File: config.mk
export PLATFORM = sky130hd
export DESIGN_NAME = audio_smi_status_tree
export DESIGN_NICKNAME = d
export VERILOG_FILES = /design/src/core/audio_smi_pkg.sv /design/src/core/audio_smi_status_tree.sv /design/src/core/fast_read_store.sv /design/src/core/legacy_io_decode.sv
export SDC_FILE = /design/constraint.sdc
export NUM_CORES = 1
export LEC_CHECK = 0
export ABC_AREA = 0
export BUFFER_PORTS_ARGS = -buffer_cell sky130_fd_sc_hd__buf_2
export CAP_MARGIN = 15
export CORE_ASPECT_RATIO = 1.4
export CORE_UTILIZATION = 46
export DETAILED_ROUTE_END_ITERATION = 10
export GPL_ROUTABILITY_DRIVEN = 1
export HOLD_SLACK_MARGIN = 0.12
export PLACE_DENSITY_LB_ADDON = 0.1
export SLEW_MARGIN = 20
export SYNTH_ARGS = -nofsm -noshare
export SYNTH_HDL_FRONTEND = slang
export SYNTH_SLANG_ARGS = --single-unit
File: constraint.sdc
create_clock -name CORE_CLK_I -period 1.7 [get_ports CORE_CLK_I]
set_input_delay 0 -clock CORE_CLK_I [delete_from_list [all_inputs] [get_ports CORE_CLK_I]]
set_output_delay 0 -clock CORE_CLK_I [all_outputs]
set_load 0.01 [all_outputs]
File: src/core/audio_smi_pkg.sv
// constants and carrier types for the audio smi status tree
package audio_smi_pkg;
   // register offsets, audio function space
   localparam logic [7:0] OFS_GPIO_STAT   = 8'h00;
   localparam logic [7:0] OFS_CODEC_STAT  = 8'h08;
   localparam logic [7:0] OFS_SRC_CLEAR   = 8'h10;
   localparam logic [7:0] OFS_SRC_SHADOW  = 8'h12;
   localparam logic [7:0] OFS_TRAP_STAT   = 8'h14;
   localparam logic [7:0] OFS_TRAP_EN     = 8'h18;
   localparam logic [7:0] OFS_SB_BASE     = 8'h1c;
   localparam logic [7:0] OFS_BM_CTRL0    = 8'h20;
   localparam logic [7:0] BM_STRIDE       = 8'h08;
   localparam logic [7:0] OFS_FAST_MEM    = 8'h60;
   // register offsets, power function space
   localparam logic [7:0] OFS_TOP_MIRROR  = 8'h00;
   localparam logic [7:0] OFS_TOP_CLEAR   = 8'h02;
   // field positions
   localparam int GPIO_IF_EN_BIT    = 31;
   localparam int GPIO_SMI_EN_BIT   = 30;
   localparam int SERIAL_SMI_EN_BIT = 23;
   localparam int FM_MAP_BIT        = 0;
   localparam int SB_MAP_BIT        = 1;
   localparam int FAST_RD_BIT       = 4;
   localparam int FAST_WR_BIT       = 11;
   localparam int TOP_AUDIO_BIT     = 1;
   localparam int SRC_TRAP_BIT      = 0;
   localparam int SRC_CODEC_BIT     = 1;
   localparam int SRC_BM_LSB        = 2;
   localparam int TRAP_FLAG_BIT     = 0;
   localparam int RW_BIT            = 14;
   localparam int A1_BIT            = 15;
   localparam int ODD_LSB           = 16;
   localparam int EVEN_LSB          = 24;
   localparam int BM_EOP_BIT        = 8;
   localparam int NUM_BM            = 6;
   // reset values
   localparam logic [15:0] SRC_RESET     = 16'h0000;
   localparam logic [31:0] WORD_RESET    = 32'h0000_0000;
   localparam logic [3:0]  SB_BASE_RESET = 4'h2;
   // legacy io map
   localparam logic [9:0] FM_BASE  = 10'h388;
   localparam logic [9:0] SB_FRAME = 10'h200;

   typedef struct packed {
      logic       valid;
      logic       write;
      logic [9:0] addr;
      logic [7:0] data;
   } io_req_s;

   typedef struct packed {
      logic       rd;
      logic       wr;
      logic       power;
      logic [7:0] addr;
      logic [31:0] wdata;
   } reg_req_s;
endpackage

File: src/core/audio_smi_status_tree.sv
// audio smi status hierarchy with fast-path legacy io handling
`timescale 1ns/1ps
// Operation
// - top status at 00h keeps bits on read, 02h clears them on read
// - source status readable at 10h (clearing) and 12h (non-clearing)
// - reading 10h returns source bits then clears them all
// - reading 12h returns source bits and changes nothing
// - bits 7..2 flag end-of-page smi from bus masters 5..0
// - a master's smi is armed by its enable and fires on eop rise
// - bit 1 flags codec serial (08h[23]) or gpio (00h[30]) smi
// - bit 0 flags io trap, details kept in register 14h
// - any source bit is summarised at top status bit 1
// - register 18h selects trapped ranges and fast-path enables
// - with 18h[4] set, covered status reads are answered, no smi
// - fast read covers 388h-38Bh and 2x0,1,2,3,8,9h
// - no read trapping unless sound-card or fm mapping is on
// - with 18h[11], first write of pair captured, no smi, a1 at 14h[15]
// - second write of the pair raises smi and is captured normally
// - fast write covers 388h, 38Ah, 38Bh and 2x0h, 2x2h, 2x8h
// - bits 15:8 of both source registers read as zero
module audio_smi_status_tree (
   input  wire logic                    CORE_CLK_I,
   input  wire logic                    NRST_I,
   input  wire audio_smi_pkg::reg_req_s REG_REQ_I,
   output logic [31:0]                  REG_RDATA_O,
   output logic                         REG_RVALID_O,
   input  wire logic [5:0]              BM_EOP_I,
   input  wire logic                    CODEC_SERIAL_INT_I,
   input  wire logic                    CODEC_GPIO_INT_I,
   input  wire audio_smi_pkg::io_req_s  IO_REQ_I,
   output logic                         IO_CLAIM_O,
   output logic [7:0]                   IO_RDATA_O,
   output logic                         IO_RVALID_O,
   output logic                         SMI_O
);
   localparam int NBM = audio_smi_pkg::NUM_BM;

   // register state
   logic [1:0]     gpio_ctl;
   logic           serial_smi_en;
   logic [31:0]    trap_en;
   logic [3:0]     sb_base;
   logic [NBM-1:0] bm_en;
   logic [NBM-1:0] eop_prev;
   logic [7:0]     src;
   logic           top_audio;
   logic [7:0]     even_data;
   logic [7:0]     odd_data;
   logic           fast_a1;
   logic           last_rw;
   logic           trap_flag;
   logic           index_pending;

   // decode results
   logic           fm_hit;
   logic           sb_hit;
   logic           fast_rd_addr;
   logic           fast_wr_addr;
   logic [3:0]     slot;
   logic           map_hit;
   logic           io_rd;
   logic           io_wr;
   logic           fast_read;
   logic           fast_first;
   logic           trapped;
   logic [7:0]     src_set;
   logic [7:0]     next_src;
   logic           src_clear_rd;
   logic           top_clear_rd;
   logic [NBM-1:0] eop_rise;
   logic           mem_wr;
   logic [31:0]    next_rdata;

   function automatic logic hit(input logic [7:0] a,
                                input logic [7:0] ofs,
                                input logic       pwr,
                                input logic       want_pwr);
      hit = (a == ofs) && (pwr == want_pwr);
   endfunction

   function automatic logic [7:0] bm_ofs(input int n);
      bm_ofs = audio_smi_pkg::OFS_BM_CTRL0
               + 8'(n) * audio_smi_pkg::BM_STRIDE;
   endfunction

   legacy_io_decode u_decode (
      .addr_i    (IO_REQ_I.addr),
      .sb_base_i (sb_base),
      .fm_hit_o  (fm_hit),
      .sb_hit_o  (sb_hit),
      .fast_rd_o (fast_rd_addr),
      .fast_wr_o (fast_wr_addr),
      .slot_o    (slot)
   );

   assign mem_wr = REG_REQ_I.wr && !REG_REQ_I.power
                   && REG_REQ_I.addr[7:4] == audio_smi_pkg::OFS_FAST_MEM[7:4];

   fast_read_store #(
      .WIDTH (8),
      .DEPTH (16),
      .AW    (4)
   ) u_store (
      .clk_i   (CORE_CLK_I),
      .wr_i    (mem_wr),
      .waddr_i (REG_REQ_I.addr[3:0]),
      .wdata_i (REG_REQ_I.wdata[7:0]),
      .raddr_i (slot),
      .rdata_o (IO_RDATA_O)
   );

   // legacy io classification
   always_comb begin
      // mapping gates every trap, reads included
      map_hit = (fm_hit && trap_en[audio_smi_pkg::FM_MAP_BIT])
                || (sb_hit && trap_en[audio_smi_pkg::SB_MAP_BIT]);
      io_rd = IO_REQ_I.valid && !IO_REQ_I.write && map_hit;
      io_wr = IO_REQ_I.valid && IO_REQ_I.write && map_hit;
      fast_read = io_rd && fast_rd_addr
                  && trap_en[audio_smi_pkg::FAST_RD_BIT];
      fast_first = io_wr && fast_wr_addr && !index_pending
                   && trap_en[audio_smi_pkg::FAST_WR_BIT];
      trapped = (io_rd && !fast_read) || (io_wr && !fast_first);
   end

   assign IO_CLAIM_O = fast_read;

   always_ff @(posedge CORE_CLK_I) begin
      if (!NRST_I) begin
         IO_RVALID_O <= 1'b0;
      end else begin
         IO_RVALID_O <= fast_read;
      end
   end

   // source events
   always_comb begin
      eop_rise = BM_EOP_I & ~eop_prev & bm_en;
      src_set = 8'h00;
      src_set[audio_smi_pkg::SRC_BM_LSB +: NBM] = eop_rise;
      src_set[audio_smi_pkg::SRC_CODEC_BIT] =
         (CODEC_SERIAL_INT_I && serial_smi_en)
         || (CODEC_GPIO_INT_I && gpio_ctl[0]);
      src_set[audio_smi_pkg::SRC_TRAP_BIT] = trapped;
      src_clear_rd = REG_REQ_I.rd && hit(REG_REQ_I.addr,
                     audio_smi_pkg::OFS_SRC_CLEAR, REG_REQ_I.power, 1'b0);
      top_clear_rd = REG_REQ_I.rd && hit(REG_REQ_I.addr,
                     audio_smi_pkg::OFS_TOP_CLEAR, REG_REQ_I.power, 1'b1);
      // a new event in the clearing cycle survives the clear
      next_src = (src & ~{8{src_clear_rd}}) | src_set;
   end

   always_ff @(posedge CORE_CLK_I) begin
      if (!NRST_I) begin
         eop_prev <= '0;
      end else begin
         eop_prev <= BM_EOP_I;
      end
   end

   always_ff @(posedge CORE_CLK_I) begin
      if (!NRST_I) begin
         src <= audio_smi_pkg::SRC_RESET[7:0];
      end else begin
         src <= next_src;
      end
   end

   always_ff @(posedge CORE_CLK_I) begin
      if (!NRST_I) begin
         top_audio <= 1'b0;
      end else begin
         top_audio <= (top_audio && !top_clear_rd)
                      || (|next_src);
      end
   end

   assign SMI_O = |src;

   // io trap capture
   always_ff @(posedge CORE_CLK_I) begin
      if (!NRST_I) begin
         index_pending <= 1'b0;
         fast_a1       <= 1'b0;
         even_data     <= 8'h00;
         odd_data      <= 8'h00;
         last_rw       <= 1'b0;
         trap_flag     <= 1'b0;
      end else begin
         if (fast_first) begin
            index_pending <= 1'b1;
            fast_a1       <= IO_REQ_I.addr[1];
            if (IO_REQ_I.addr[0]) begin
               odd_data  <= IO_REQ_I.data;
            end else begin
               even_data <= IO_REQ_I.data;
            end
         end else if (trapped) begin
            index_pending <= 1'b0;
            last_rw       <= IO_REQ_I.write;
            if (IO_REQ_I.write) begin
               odd_data <= IO_REQ_I.data;
            end
         end
         if (trapped) begin
            trap_flag <= 1'b1;
         end else if (src_clear_rd) begin
            trap_flag <= 1'b0;
         end
      end
   end

   // software-written configuration
   always_ff @(posedge CORE_CLK_I) begin
      if (!NRST_I) begin
         gpio_ctl      <= 2'h0;
         serial_smi_en <= 1'b0;
         trap_en       <= audio_smi_pkg::WORD_RESET;
         sb_base       <= audio_smi_pkg::SB_BASE_RESET;
      end else if (REG_REQ_I.wr && !REG_REQ_I.power) begin
         unique case (REG_REQ_I.addr)
            audio_smi_pkg::OFS_GPIO_STAT: begin
               gpio_ctl <= REG_REQ_I.wdata[31:30];
            end
            audio_smi_pkg::OFS_CODEC_STAT: begin
               serial_smi_en <=
                  REG_REQ_I.wdata[audio_smi_pkg::SERIAL_SMI_EN_BIT];
            end
            audio_smi_pkg::OFS_TRAP_EN: begin
               trap_en <= REG_REQ_I.wdata;
            end
            audio_smi_pkg::OFS_SB_BASE: begin
               sb_base <= REG_REQ_I.wdata[3:0];
            end
            default: begin
            end
         endcase
      end
   end

   always_ff @(posedge CORE_CLK_I) begin
      if (!NRST_I) begin
         bm_en <= '0;
      end else if (REG_REQ_I.wr && !REG_REQ_I.power) begin
         for (int n = 0; n < NBM; n++) begin
            if (REG_REQ_I.addr == bm_ofs(n)) begin
               bm_en[n] <= REG_REQ_I.wdata[0];
            end
         end
      end
   end

   // read mux; unmapped offsets read as zero
   always_comb begin
      next_rdata = 32'h0000_0000;
      if (REG_REQ_I.power) begin
         if (REG_REQ_I.addr == audio_smi_pkg::OFS_TOP_MIRROR
             || REG_REQ_I.addr == audio_smi_pkg::OFS_TOP_CLEAR) begin
            next_rdata[audio_smi_pkg::TOP_AUDIO_BIT] = top_audio;
         end
      end else begin
         unique case (REG_REQ_I.addr)
            audio_smi_pkg::OFS_GPIO_STAT: begin
               next_rdata[31:30] = gpio_ctl;
            end
            audio_smi_pkg::OFS_CODEC_STAT: begin
               next_rdata[audio_smi_pkg::SERIAL_SMI_EN_BIT] = serial_smi_en;
            end
            audio_smi_pkg::OFS_SRC_CLEAR,
            audio_smi_pkg::OFS_SRC_SHADOW: begin
               next_rdata[7:0] = src;
            end
            audio_smi_pkg::OFS_TRAP_STAT: begin
               next_rdata[audio_smi_pkg::EVEN_LSB +: 8] = even_data;
               next_rdata[audio_smi_pkg::ODD_LSB +: 8]  = odd_data;
               next_rdata[audio_smi_pkg::A1_BIT]        = fast_a1;
               next_rdata[audio_smi_pkg::RW_BIT]        = last_rw;
               next_rdata[audio_smi_pkg::TRAP_FLAG_BIT] = trap_flag;
            end
            audio_smi_pkg::OFS_TRAP_EN: begin
               next_rdata = trap_en;
            end
            audio_smi_pkg::OFS_SB_BASE: begin
               next_rdata[3:0] = sb_base;
            end
            default: begin
               for (int n = 0; n < NBM; n++) begin
                  if (REG_REQ_I.addr == bm_ofs(n)) begin
                     next_rdata[0] = bm_en[n];
                     next_rdata[audio_smi_pkg::BM_EOP_BIT] = BM_EOP_I[n];
                  end
               end
            end
         endcase
      end
   end

   always_ff @(posedge CORE_CLK_I) begin
      if (!NRST_I) begin
         REG_RDATA_O  <= audio_smi_pkg::WORD_RESET;
         REG_RVALID_O <= 1'b0;
      end else begin
         REG_RDATA_O  <= REG_REQ_I.rd ? next_rdata : REG_RDATA_O;
         REG_RVALID_O <= REG_REQ_I.rd;
      end
   end
endmodule

File: src/core/fast_read_store.sv
// small register file holding fast-path read answers
`timescale 1ns/1ps
module fast_read_store #(
   parameter int WIDTH = 8,
   parameter int DEPTH = 16,
   parameter int AW    = 4
) (
   input  wire logic             clk_i,
   input  wire logic             wr_i,
   input  wire logic [AW-1:0]    waddr_i,
   input  wire logic [WIDTH-1:0] wdata_i,
   input  wire logic [AW-1:0]    raddr_i,
   output logic      [WIDTH-1:0] rdata_o
);
   logic [WIDTH-1:0] mem [DEPTH];

   always_ff @(posedge clk_i) begin
      if (wr_i) begin
         mem[waddr_i] <= wdata_i;
      end
   end

   always_ff @(posedge clk_i) begin
      rdata_o <= mem[raddr_i];
   end
endmodule

File: src/core/legacy_io_decode.sv
// classifies legacy sound-card and fm io addresses
`timescale 1ns/1ps
module legacy_io_decode (
   input  wire logic [9:0] addr_i,
   input  wire logic [3:0] sb_base_i,
   output logic            fm_hit_o,
   output logic            sb_hit_o,
   output logic            fast_rd_o,
   output logic            fast_wr_o,
   output logic [3:0]      slot_o
);
   logic [3:0] low;

   always_comb begin
      low      = addr_i[3:0];
      fm_hit_o = (addr_i[9:2] == audio_smi_pkg::FM_BASE[9:2]);
      sb_hit_o = (addr_i[9:8] == audio_smi_pkg::SB_FRAME[9:8])
                 && (addr_i[7:4] == sb_base_i);
      fast_rd_o = fm_hit_o
                  || (sb_hit_o && (low <= 4'h3 || low == 4'h8
                                   || low == 4'h9));
      fast_wr_o = (fm_hit_o && addr_i[1:0] != 2'h1)
                  || (sb_hit_o && (low == 4'h0 || low == 4'h2
                                   || low == 4'h8));
      // fm bytes in slots 0..3, fast-read sound-card bytes in 4..9
      if (fm_hit_o) begin
         slot_o = {2'h0, addr_i[1:0]};
      end else if (low <= 4'h3) begin
         slot_o = low + 4'h4;
      end else begin
         slot_o = low;
      end
   end
endmodule

==> run metrics, run 1 <==
status finished with violations; failing checks negative setup slack; Post-Layout Cell Count 1370; NumNets Final approximately 1.1k; top routing layer used met4; Seq/Total Area, Yosys 62.0%; crit path setup slack, layout -0.0819 ns; clock skew a little under 0.006 ns; clock-pin slew on the worst setup and hold paths around 0.07 ns; syn_area_per_cell 12.5 µm²; Die X-Extent 127 µm; WL met3 1160 µm; met2 WL between 10000 and 15000 µm; Worst Tran Pin Value about 0.86 ns; RR Startpoint sb_base[2]; core area 0.0214 mm²; H-tree lvl count 1; Routed WL per cell around 20 µm; Finished Core Util 62.3%; Final Hold Viols 0; crit-path cells xor2_2, nor3_4, nand4_1, a21oi_2, buf_2; Fillers 1670; Lkg Pwr 5.04 nW; detailed router's first-iteration violation count 520; GP Congestion 0.879; largest cells by area after synthesis edfxtp_1 38%, dfxtp_1 24%, mux4_2 7.1%; Post-Route WL 26800 µm; io pins 117; post-synthesis xor/xnor area fraction less than 1%; clock tree buffer depth 3; Synth Flop Type edfxtp_1; FFs w/ async S/R, synth 0%; vias per std cell 5.43; share of the synthesized area in the top cell type 37.9%; fmax 561 MHz; CTS sink cnt 250; TritonCTS buffer count 24; largest net degree at the start of global routing 39; VDD IR max 697 µV; min Tclk post-route 1.78 ns; post-synthesis simple-gate area fraction a little over an eighth; layout cell share with drive strength beyond 1 28.0%; critical path class reg -> out; final setup fails 11; crit path from sb_base[1]; RSZ-0062 raised after global routing yes; Worst setup EP type primary output; Critical Path Max Stage Delay 0.34 ns; met1 WL 10100 µm; top-count cell post-synth edfxtp_1; CP Data Required Time about 1.7 ns; Power per Cell Area 937 mW/mm²; Initial Utilization 47.4%; fin crit share 105%; crit-path max FO 4; vias after detailed routing 7437; vias in the first global route around 8k; most frequent cells after synthesis 128 x edfxtp_1, 125 x nand2_1, 122 x dfxtp_1; Root Buffer clkbuf_16; die height 178 µm; Hold Startpoint REG_REQ_I[40]; EDFF count, synth 128; Placed Instances 1241; cell row count 63; Mapped Nets 886; DRT Pass-1 Iters 6; critical path launch point type flip-flop; largest family of logic cells by synthesized area simple AND/OR/NAND/NOR gates; Setup Total Neg Slack -0.289 ns; area grow syn2layout 31.4%; worst hold path type in -> reg; Slew HR between 40% and 50%; Tot GR Track Use 23.9%; Max-Cap Viols 0; synthesized instance count slightly above 800; synth unique cells roughly 60; DRC viols 0; Place WS -0.259 ns; DP HPWL 18600 µm; CTS tree yes; post-synthesis adder-cell area fraction 0.494%; complex-gate fraction of the synthesized area 9.54%; area of the die 0.0226 mm²; Yosys warnings 0; first-pass GRT wire length 41300 µm; Seq cells post-synth 250; Slowest cell on crit path dfxtp_2; Antenna Nets Post-Route 0; initial antenna violation count 0; Max Slew Vio Count 0; Post-Syn Area 0.0101 mm²; post-synthesis mux area share 11.9%; GRT Residual Overflow 0; IO Port Bufs 116; Worst-Skew Late Latency 0.52 ns; Yosys top cell by area edfxtp_1; Crit path arrival time 1.78 ns; diode count 0
-- area by class of cell --
cell class	count	area, µm²	area share [%]
multi-input cells	502	3730	28.0
well taps	292	365	2.74
flip-flops and latches	250	6290	47.3
clock inverters	14	126	0.949
inverters	7	26.3	0.197
repair buffers	276	2130	16.0
clock buffers	29	651	4.89
-- state kept, by name, indices dropped and copies added (netlist names) --
| signal | cells |
|---|---|
| IO_RVALID_O | 1 |
| REG_RDATA_O | 32 |
| REG_RVALID_O | 1 |
| bm_en | 6 |
| eop_prev | 6 |
| even_data | 8 |
| fast_a1 | 1 |
| gpio_ctl | 2 |
| index_pending | 1 |
| last_rw | 1 |
| odd_data | 8 |
| sb_base | 4 |
| serial_smi_en | 1 |
| src | 8 |
| top_audio | 1 |
| trap_en | 32 |
| trap_flag | 1 |
| u_store.mem | 128 |
| u_store.rdata_o | 8 |
-- through the flow --
step / total power [W] / hold WS [ns] / cell area (µm²)
3_3_place_gp: 0.00718 / 0.233 / 11600
2_1_floorplan: 0.00685 / 0.0956 / 10200
6_report: 0.0125 / 0.0940 / 13300
4_1_cts: 0.0126 / 0.126 / 13200
3_5_place_dp: 0.00719 / 0.238 / 11600
5_1_grt: 0.0129 / 0.123 / 13300
-- cell families after synthesis --
logic type,Yosys count
simple gates,276
mux,80
compound gates,138
flops,250
buf+inv,57
fa+ha+maj,4
xor+xnor,4
-- critical path, delay by kind of cell (launching register included) --
family / cells / cell delay [ns]
XOR/XNOR: 1 / 0.16
AO/OA/AOI/OAI: 1 / 0.19
AND/OR/NAND/NOR: 2 / 0.41
flip-flops: 1 / 0.34
buffers and inverters: 1 / 0.16
-- timing repair --
| action | in CTS | in global routing |
|---|---|---|
| resized for setup | 10 | 11 |
| hold endpoints to repair | 222 | 1 |
| gates cloned | 0 | 1 |
| endpoints found under the setup margin | 20 | 37 |
| setup buffers | 3 | 3 |
| pin swaps | 6 | 4 |
| hold buffers | 78 | 2 |
-- where the power goes --
part | switching (W) | internal (W)
combinational | 0.000428 | 0.000394
clock | 0.00225 | 0.00303
sequential | 0.0000125 | 0.00636
-- final timing paths --
kind / endpoint / slack (ns) / depth (start not counted)
worst min-delay path: REG_RDATA_O[0] / 0.09 / 5
worst max-delay path: IO_CLAIM_O / -0.08 / 5
worst max register to register: top_audio / -0.04 / 6
worst min register to register: trap_en[28] / 0.45 / 2
-- placed cells by master (no fill, tap or decap), types with 4 or more instances in the layout --
cell / synthesis / routed
clkinv_2: 0 / 6
mux2i_1: 47 / 47
a22o_1: 18 / 18
a22oi_1: 22 / 21
nand3b_1: 10 / 10
o21ai_0: 8 / 8
nand2_1: 125 / 125
nand2b_1: 7 / 7
inv_1: 7 / 6
buf_12: 0 / 10
a222oi_1: 9 / 9
edfxtp_1: 128 / 128
buf_2: 14 / 116
nor3_1: 8 / 5
ha_1: 4 / 4
nand3_1: 16 / 16
o2bb2ai_1: 4 / 4
buf_4: 1 / 69
a21oi_1: 55 / 52
dlygate4sd3_1: 0 / 79
nor2b_1: 6 / 5
nand4_1: 7 / 7
mux4_2: 32 / 32
and2_1: 13 / 13
nor2_1: 58 / 56
clkbuf_16: 0 / 26
dfxtp_1: 122 / 119
-- layer usage --
layer / up-vias / global-route usage [%]
met5: - / 0
met4: 0 / 8.98
met3: 50 / 3.86
met2: 198 / 46.5
met1: 3673 / 25.5
li1: 3516 / -
No activity file was read; power rests on OpenSTA's default activity.
==> run 2: changes to the inputs <==
--- a/config.mk
+++ b/config.mk
@@ -8,8 +8,10 @@
 export ABC_AREA = 0
 export BUFFER_PORTS_ARGS = -buffer_cell sky130_fd_sc_hd__buf_2
 export CAP_MARGIN = 15
+export CELL_PAD_IN_SITES_DETAIL_PLACEMENT = 1
+export CELL_PAD_IN_SITES_GLOBAL_PLACEMENT = 1
 export CORE_ASPECT_RATIO = 1.4
-export CORE_UTILIZATION = 46
+export CORE_UTILIZATION = 43
 export DETAILED_ROUTE_END_ITERATION = 10
 export GPL_ROUTABILITY_DRIVEN = 1
 export HOLD_SLACK_MARGIN = 0.12
==> run metrics, run 2 (synthesis gave the netlist of run 1 again) <==
crit path setup slack, layout -0.130 ns; Crit path arrival time between 1.5 and 2 ns; critical path launch point type flip-flop; H-tree lvl count 1; first-pass GRT wire length 46700 µm; cell row count 66; DP HPWL 20300 µm; Routed WL per cell 21.7 µm; CTS tree yes; die height 184 µm; Slew HR 35.0%; Power per Cell Area 977 mW/mm²; GRT Residual Overflow 0; commonest non-fill, non-tap cells in the layout 128 x edfxtp_1, 125 x nand2_1, 118 x dfxtp_1; Finished Core Util 58.0%; Regs by FF count u_store.mem: 128 flops, REG_RDATA_O: 32 flops, trap_en: 32 flops; initial antenna violation count 0; Place WS -0.227 ns; vias after detailed routing around 7.6k; max reg flops 128; CTS sink cnt 250; CP Data Required Time 1.70 ns; Max-Cap Viols 0; clock-pin slew on the worst setup and hold paths 0.06 ns; failing checks negative setup slack; Setup Total Neg Slack -0.608 ns; Tot GR Track Use 25.1%; area of the die 0.0242 mm²; TritonCTS buffer count 25; layout cell share with drive strength beyond 1 28.2%; Die X-Extent 132 µm; status finished with violations; largest net degree at the start of global routing 39; NumNets Final 1138; clock skew 0.00867 ns; worst hold path type in -> reg; vias per std cell 5.45; Worst Tran Pin Value 0.972 ns; critical path class reg -> out; Post-Route WL between 30000 and 40000 µm; VDD IR max 718 µV; Worst setup EP type primary output; Antenna Nets Post-Route 0; IO Port Bufs 116; DRC viols 0; crit-path max FO 5; diode count 0; clock tree buffer depth 3; detailed router's first-iteration violation count 430; area grow syn2layout 32.8%; Initial Utilization 43.7%; fmax 546 MHz; final setup fails 17; GP Congestion 0.836; Root Buffer clkbuf_16; Final Hold Viols 0; RSZ-0062 raised after global routing yes; min Tclk post-route roughly 1.8 ns; Lkg Pwr just over 5 nW; commonest non-fill, non-tap cell in the layout edfxtp_1; Worst-Skew Late Latency 0.51 ns; io pins around 120; core area 0.0232 mm²; largest register by flop count u_store.mem; Max Slew Vio Count 0; fin crit share 108%; DRT Pass-1 Iters 5; vias in the first global route 8291
run 2: layout make-up:
type                            count  area, µm²
Clock inverter                     14        224
Fill cell                        2381       9740
Inverter                            7       26.3
Timing Repair Buffer              275       2100
Clock buffer                       31        658
Sequential cell                   250       6290
Tap cell                          306        383
Multi-Input combinational cell    502       3780
run 2: worst paths after layout:
check                      from     endpoint  slack [ns]  depth (start not counted)
setup / recovery     sb_base[0]   IO_CLAIM_O       -0.13                          5
hold / removal    REG_REQ_I[34]     bm_en[0]        0.14                          6
setup reg to reg     sb_base[0]  odd_data[2]       -0.06                          7
hold reg to reg     trap_en[15]  trap_en[15]        0.46                          2
run 2: routing by layer:
layer  routed length, µm  GRT usage (%)  share of wire, %  up-vias
met4                1050           10.7               3.5        0
met5                   0              0                 0        -
met3                1090           3.17               3.6       56
li1                    -              -                 -     3509
met2               16800           49.7                56      178
met1               11100           26.3                37     3812
run 2: critical path, stage by stage, from the launching register on:
cell and delay [ns]:
dfxtp_2 0.34, xor2_2 0.19, nor3_4 0.29, nand4_1 0.17
a21oi_2 0.18, buf_2 0.16
run 2: through the flow:
step	instance area (µm²)	hold slack (ns)	power (W)	std cells
6_report	13500	0.137	0.0132	1385
5_1_grt	13500	0.176	0.0135	1385
4_1_cts	13400	0.127	0.0132	1382
3_5_place_dp	11600	0.245	0.00721	1256
3_3_place_gp	11600	0.238	0.00718	1256
2_1_floorplan	10200	0.0956	0.00685	809
run 2: timing repair:
| action | CTS | global route |
|---|---|---|
| endpoints found under the setup margin | 16 | 35 |
| resized for setup | 15 | 16 |
| hold buffers | 78 | 1 |
| gates cloned | 0 | 0 |
| pin swaps | 9 | 6 |
| buffers inserted | 3 | 2 |
| hold endpoints to repair | 219 | 1 |
run 2: power by group:
group | switching (W) | total (W) | internal (W)
Sequential | 0.0000105 | 0.00637 | 0.00636
Clock | 0.00227 | 0.00593 | 0.00366
Combinational | 0.000463 | 0.000856 | 0.000394
Total | 0.00275 | 0.0132 | 0.0104
==> run 3: changes to the inputs <==
--- a/config.mk
+++ b/config.mk
@@ -8,13 +8,11 @@
 export ABC_AREA = 0
 export BUFFER_PORTS_ARGS = -buffer_cell sky130_fd_sc_hd__buf_2
 export CAP_MARGIN = 15
-export CELL_PAD_IN_SITES_DETAIL_PLACEMENT = 1
-export CELL_PAD_IN_SITES_GLOBAL_PLACEMENT = 1
 export CORE_ASPECT_RATIO = 1.4
-export CORE_UTILIZATION = 43
+export CORE_UTILIZATION = 46
 export DETAILED_ROUTE_END_ITERATION = 10
 export GPL_ROUTABILITY_DRIVEN = 1
-export HOLD_SLACK_MARGIN = 0.12
+export HOLD_SLACK_MARGIN = 0.06
 export PLACE_DENSITY_LB_ADDON = 0.1
 export SLEW_MARGIN = 20
 export SYNTH_ARGS = -nofsm -noshare
==> run metrics, run 3 (synthesis gave the netlist of run 1 again) <==
DRC viols 0; RSZ-0062 raised after global routing yes; CP Data Required Time approximately 1.7 ns; io pins 117; failing checks negative setup slack; detailed router's first-iteration violation count 438; max reg flops 128; crit-path max FO 4; vias per std cell 5.45; Lkg Pwr between 4 and 5 nW; core area 0.0214 mm²; vias after detailed routing between 7k and 8k; DP HPWL 18600 µm; Slew HR 41.2%; area grow syn2layout 30.3%; placed cell areas 0.0116 mm²; cell row count 63; Die X-Extent 127 µm; IO Port Bufs 116; critical path launch point type flip-flop; clock skew between 0.01 and 0.015 ns; Worst Tran Pin Value 0.878 ns; Post-Route WL 26800 µm; Max-Cap Viols 0; die height 178 µm; TritonCTS buffer count 24; first-pass GRT wire length 41200 µm; DRT Pass-1 Iters 6; Regs by FF count u_store.mem: 128 flops, REG_RDATA_O: 32 flops, trap_en: 32 flops; clock tree buffer depth 3; Routed WL per cell ~20 µm; CTS sink cnt 250; GRT Residual Overflow 0; Worst-Skew Late Latency 0.52 ns; Tot GR Track Use 23.9%; Max Slew Vio Count 0; Fillers 1683; status finished with violations; Antenna Nets Post-Route 0; worst hold path type in -> reg; largest net degree at the start of global routing 39; GP Congestion 0.879; area of the die 0.0226 mm²; NumNets Final 1128; CTS tree yes; min Tclk post-route approximately 1.8 ns; commonest non-fill, non-tap cell in the layout edfxtp_1; Root Buffer clkbuf_16; Worst setup EP type primary output; Place WS -0.259 ns; fmax ~560 MHz; largest register by flop count u_store.mem; final setup fails 11; fin crit share 105%; clock-pin slew on the worst setup and hold paths 0.07 ns; vias in the first global route between 7k and 8k; Power per Cell Area 944 mW/mm²; design area 0.0132 mm²; layout cell share with drive strength beyond 1 28.1%; Crit path arrival time around 1.8 ns; VDD IR max slightly above 700 µV; diode count 0; critical path class reg -> out; initial antenna violation count 0; Final Hold Viols 0; crit path setup slack, layout -0.0796 ns; Initial Utilization a little under half; H-tree lvl count 1; commonest non-fill, non-tap cells in the layout 128 x edfxtp_1, 125 x nand2_1, 119 x dfxtp_1
[run 3: cell count changes in the layout (fill, tap and decap cells not counted), sizes merged]
cell / change
dlygate4sd3: -10
bufinv: -4
clkinv: +4
clkbuf: -1
[run 3: per-stage QoR]
stage / instances / power, W / util [%] / TNS [ns] / hold slack [ns]
finish: 1360 / 0.0125 / 61.8 / -0.254 / 0.0765
global route: 1360 / 0.0128 / 61.8 / -1.58 / 0.0987
CTS: 1356 / 0.0126 / 61.4 / -0.625 / 0.0609
detailed placement: 1241 / 0.00719 / 54.2 / -5.53 / 0.238
global placement: 1241 / 0.00718 / 54.2 / -3.66 / 0.233
floorplan: 809 / 0.00685 / - / -0.622 / 0.0956
[run 3: timing repair]
action | in CTS | in global routing
gates cloned | 0 | 1
hold endpoints to repair | 219 | 0
buffers inserted | 3 | 3
endpoints found under the setup margin | 20 | 29
gates resized for setup | 10 | 8
pin swaps | 6 | 4
hold buffers | 69 | 0
[run 3: worst paths after layout]
kind	startpoint	endpoint	slack, ns	cells after the start
worst max-delay path	sb_base[1]	IO_CLAIM_O	-0.08	5
worst min-delay path	REG_REQ_I[36]	bm_en[2]	0.08	5
worst max register to register	sb_base[2]	top_audio	-0.05	6
worst min register to register	trap_en[28]	trap_en[28]	0.45	2
[run 3: critical path, stage by stage (launching register included)]
cell and delay [ns]:
dfxtp_2 0.34, xor2_2 0.16, nor3_4 0.26, nand4_1 0.15, a21oi_2 0.19, buf_2 0.16
[run 3: where the power goes]
group | switching [W] | total [W] | internal [W]
sequential | 0.0000123 | 0.00638 | 0.00636
clock | 0.00226 | 0.00529 | 0.00303
combinational | 0.000423 | 0.000801 | 0.000378
[run 3: per-layer routing]
layer | wire, µm | global-route usage [%] | vias to the layer above
li1 | - | - | 3489
met1 | 10100 | 25.5 | 3669
met2 | 14800 | 46.5 | 206
met3 | 1210 | 3.86 | 49
met4 | 720 | 8.43 | 0
met5 | 0 | 0 | -
[run 3: area by class of cell]
type | instances | area [µm²] | area share, %
flip-flops and latches | 250 | 6290 | 47.7
multi-input cells | 502 | 3720 | 28.2
repair buffers | 266 | 2020 | 15.3
clock buffers | 29 | 651 | 4.93
well taps | 292 | 365 | 2.77
clock inverters | 14 | 126 | 0.957
inverters | 7 | 26.3 | 0.199
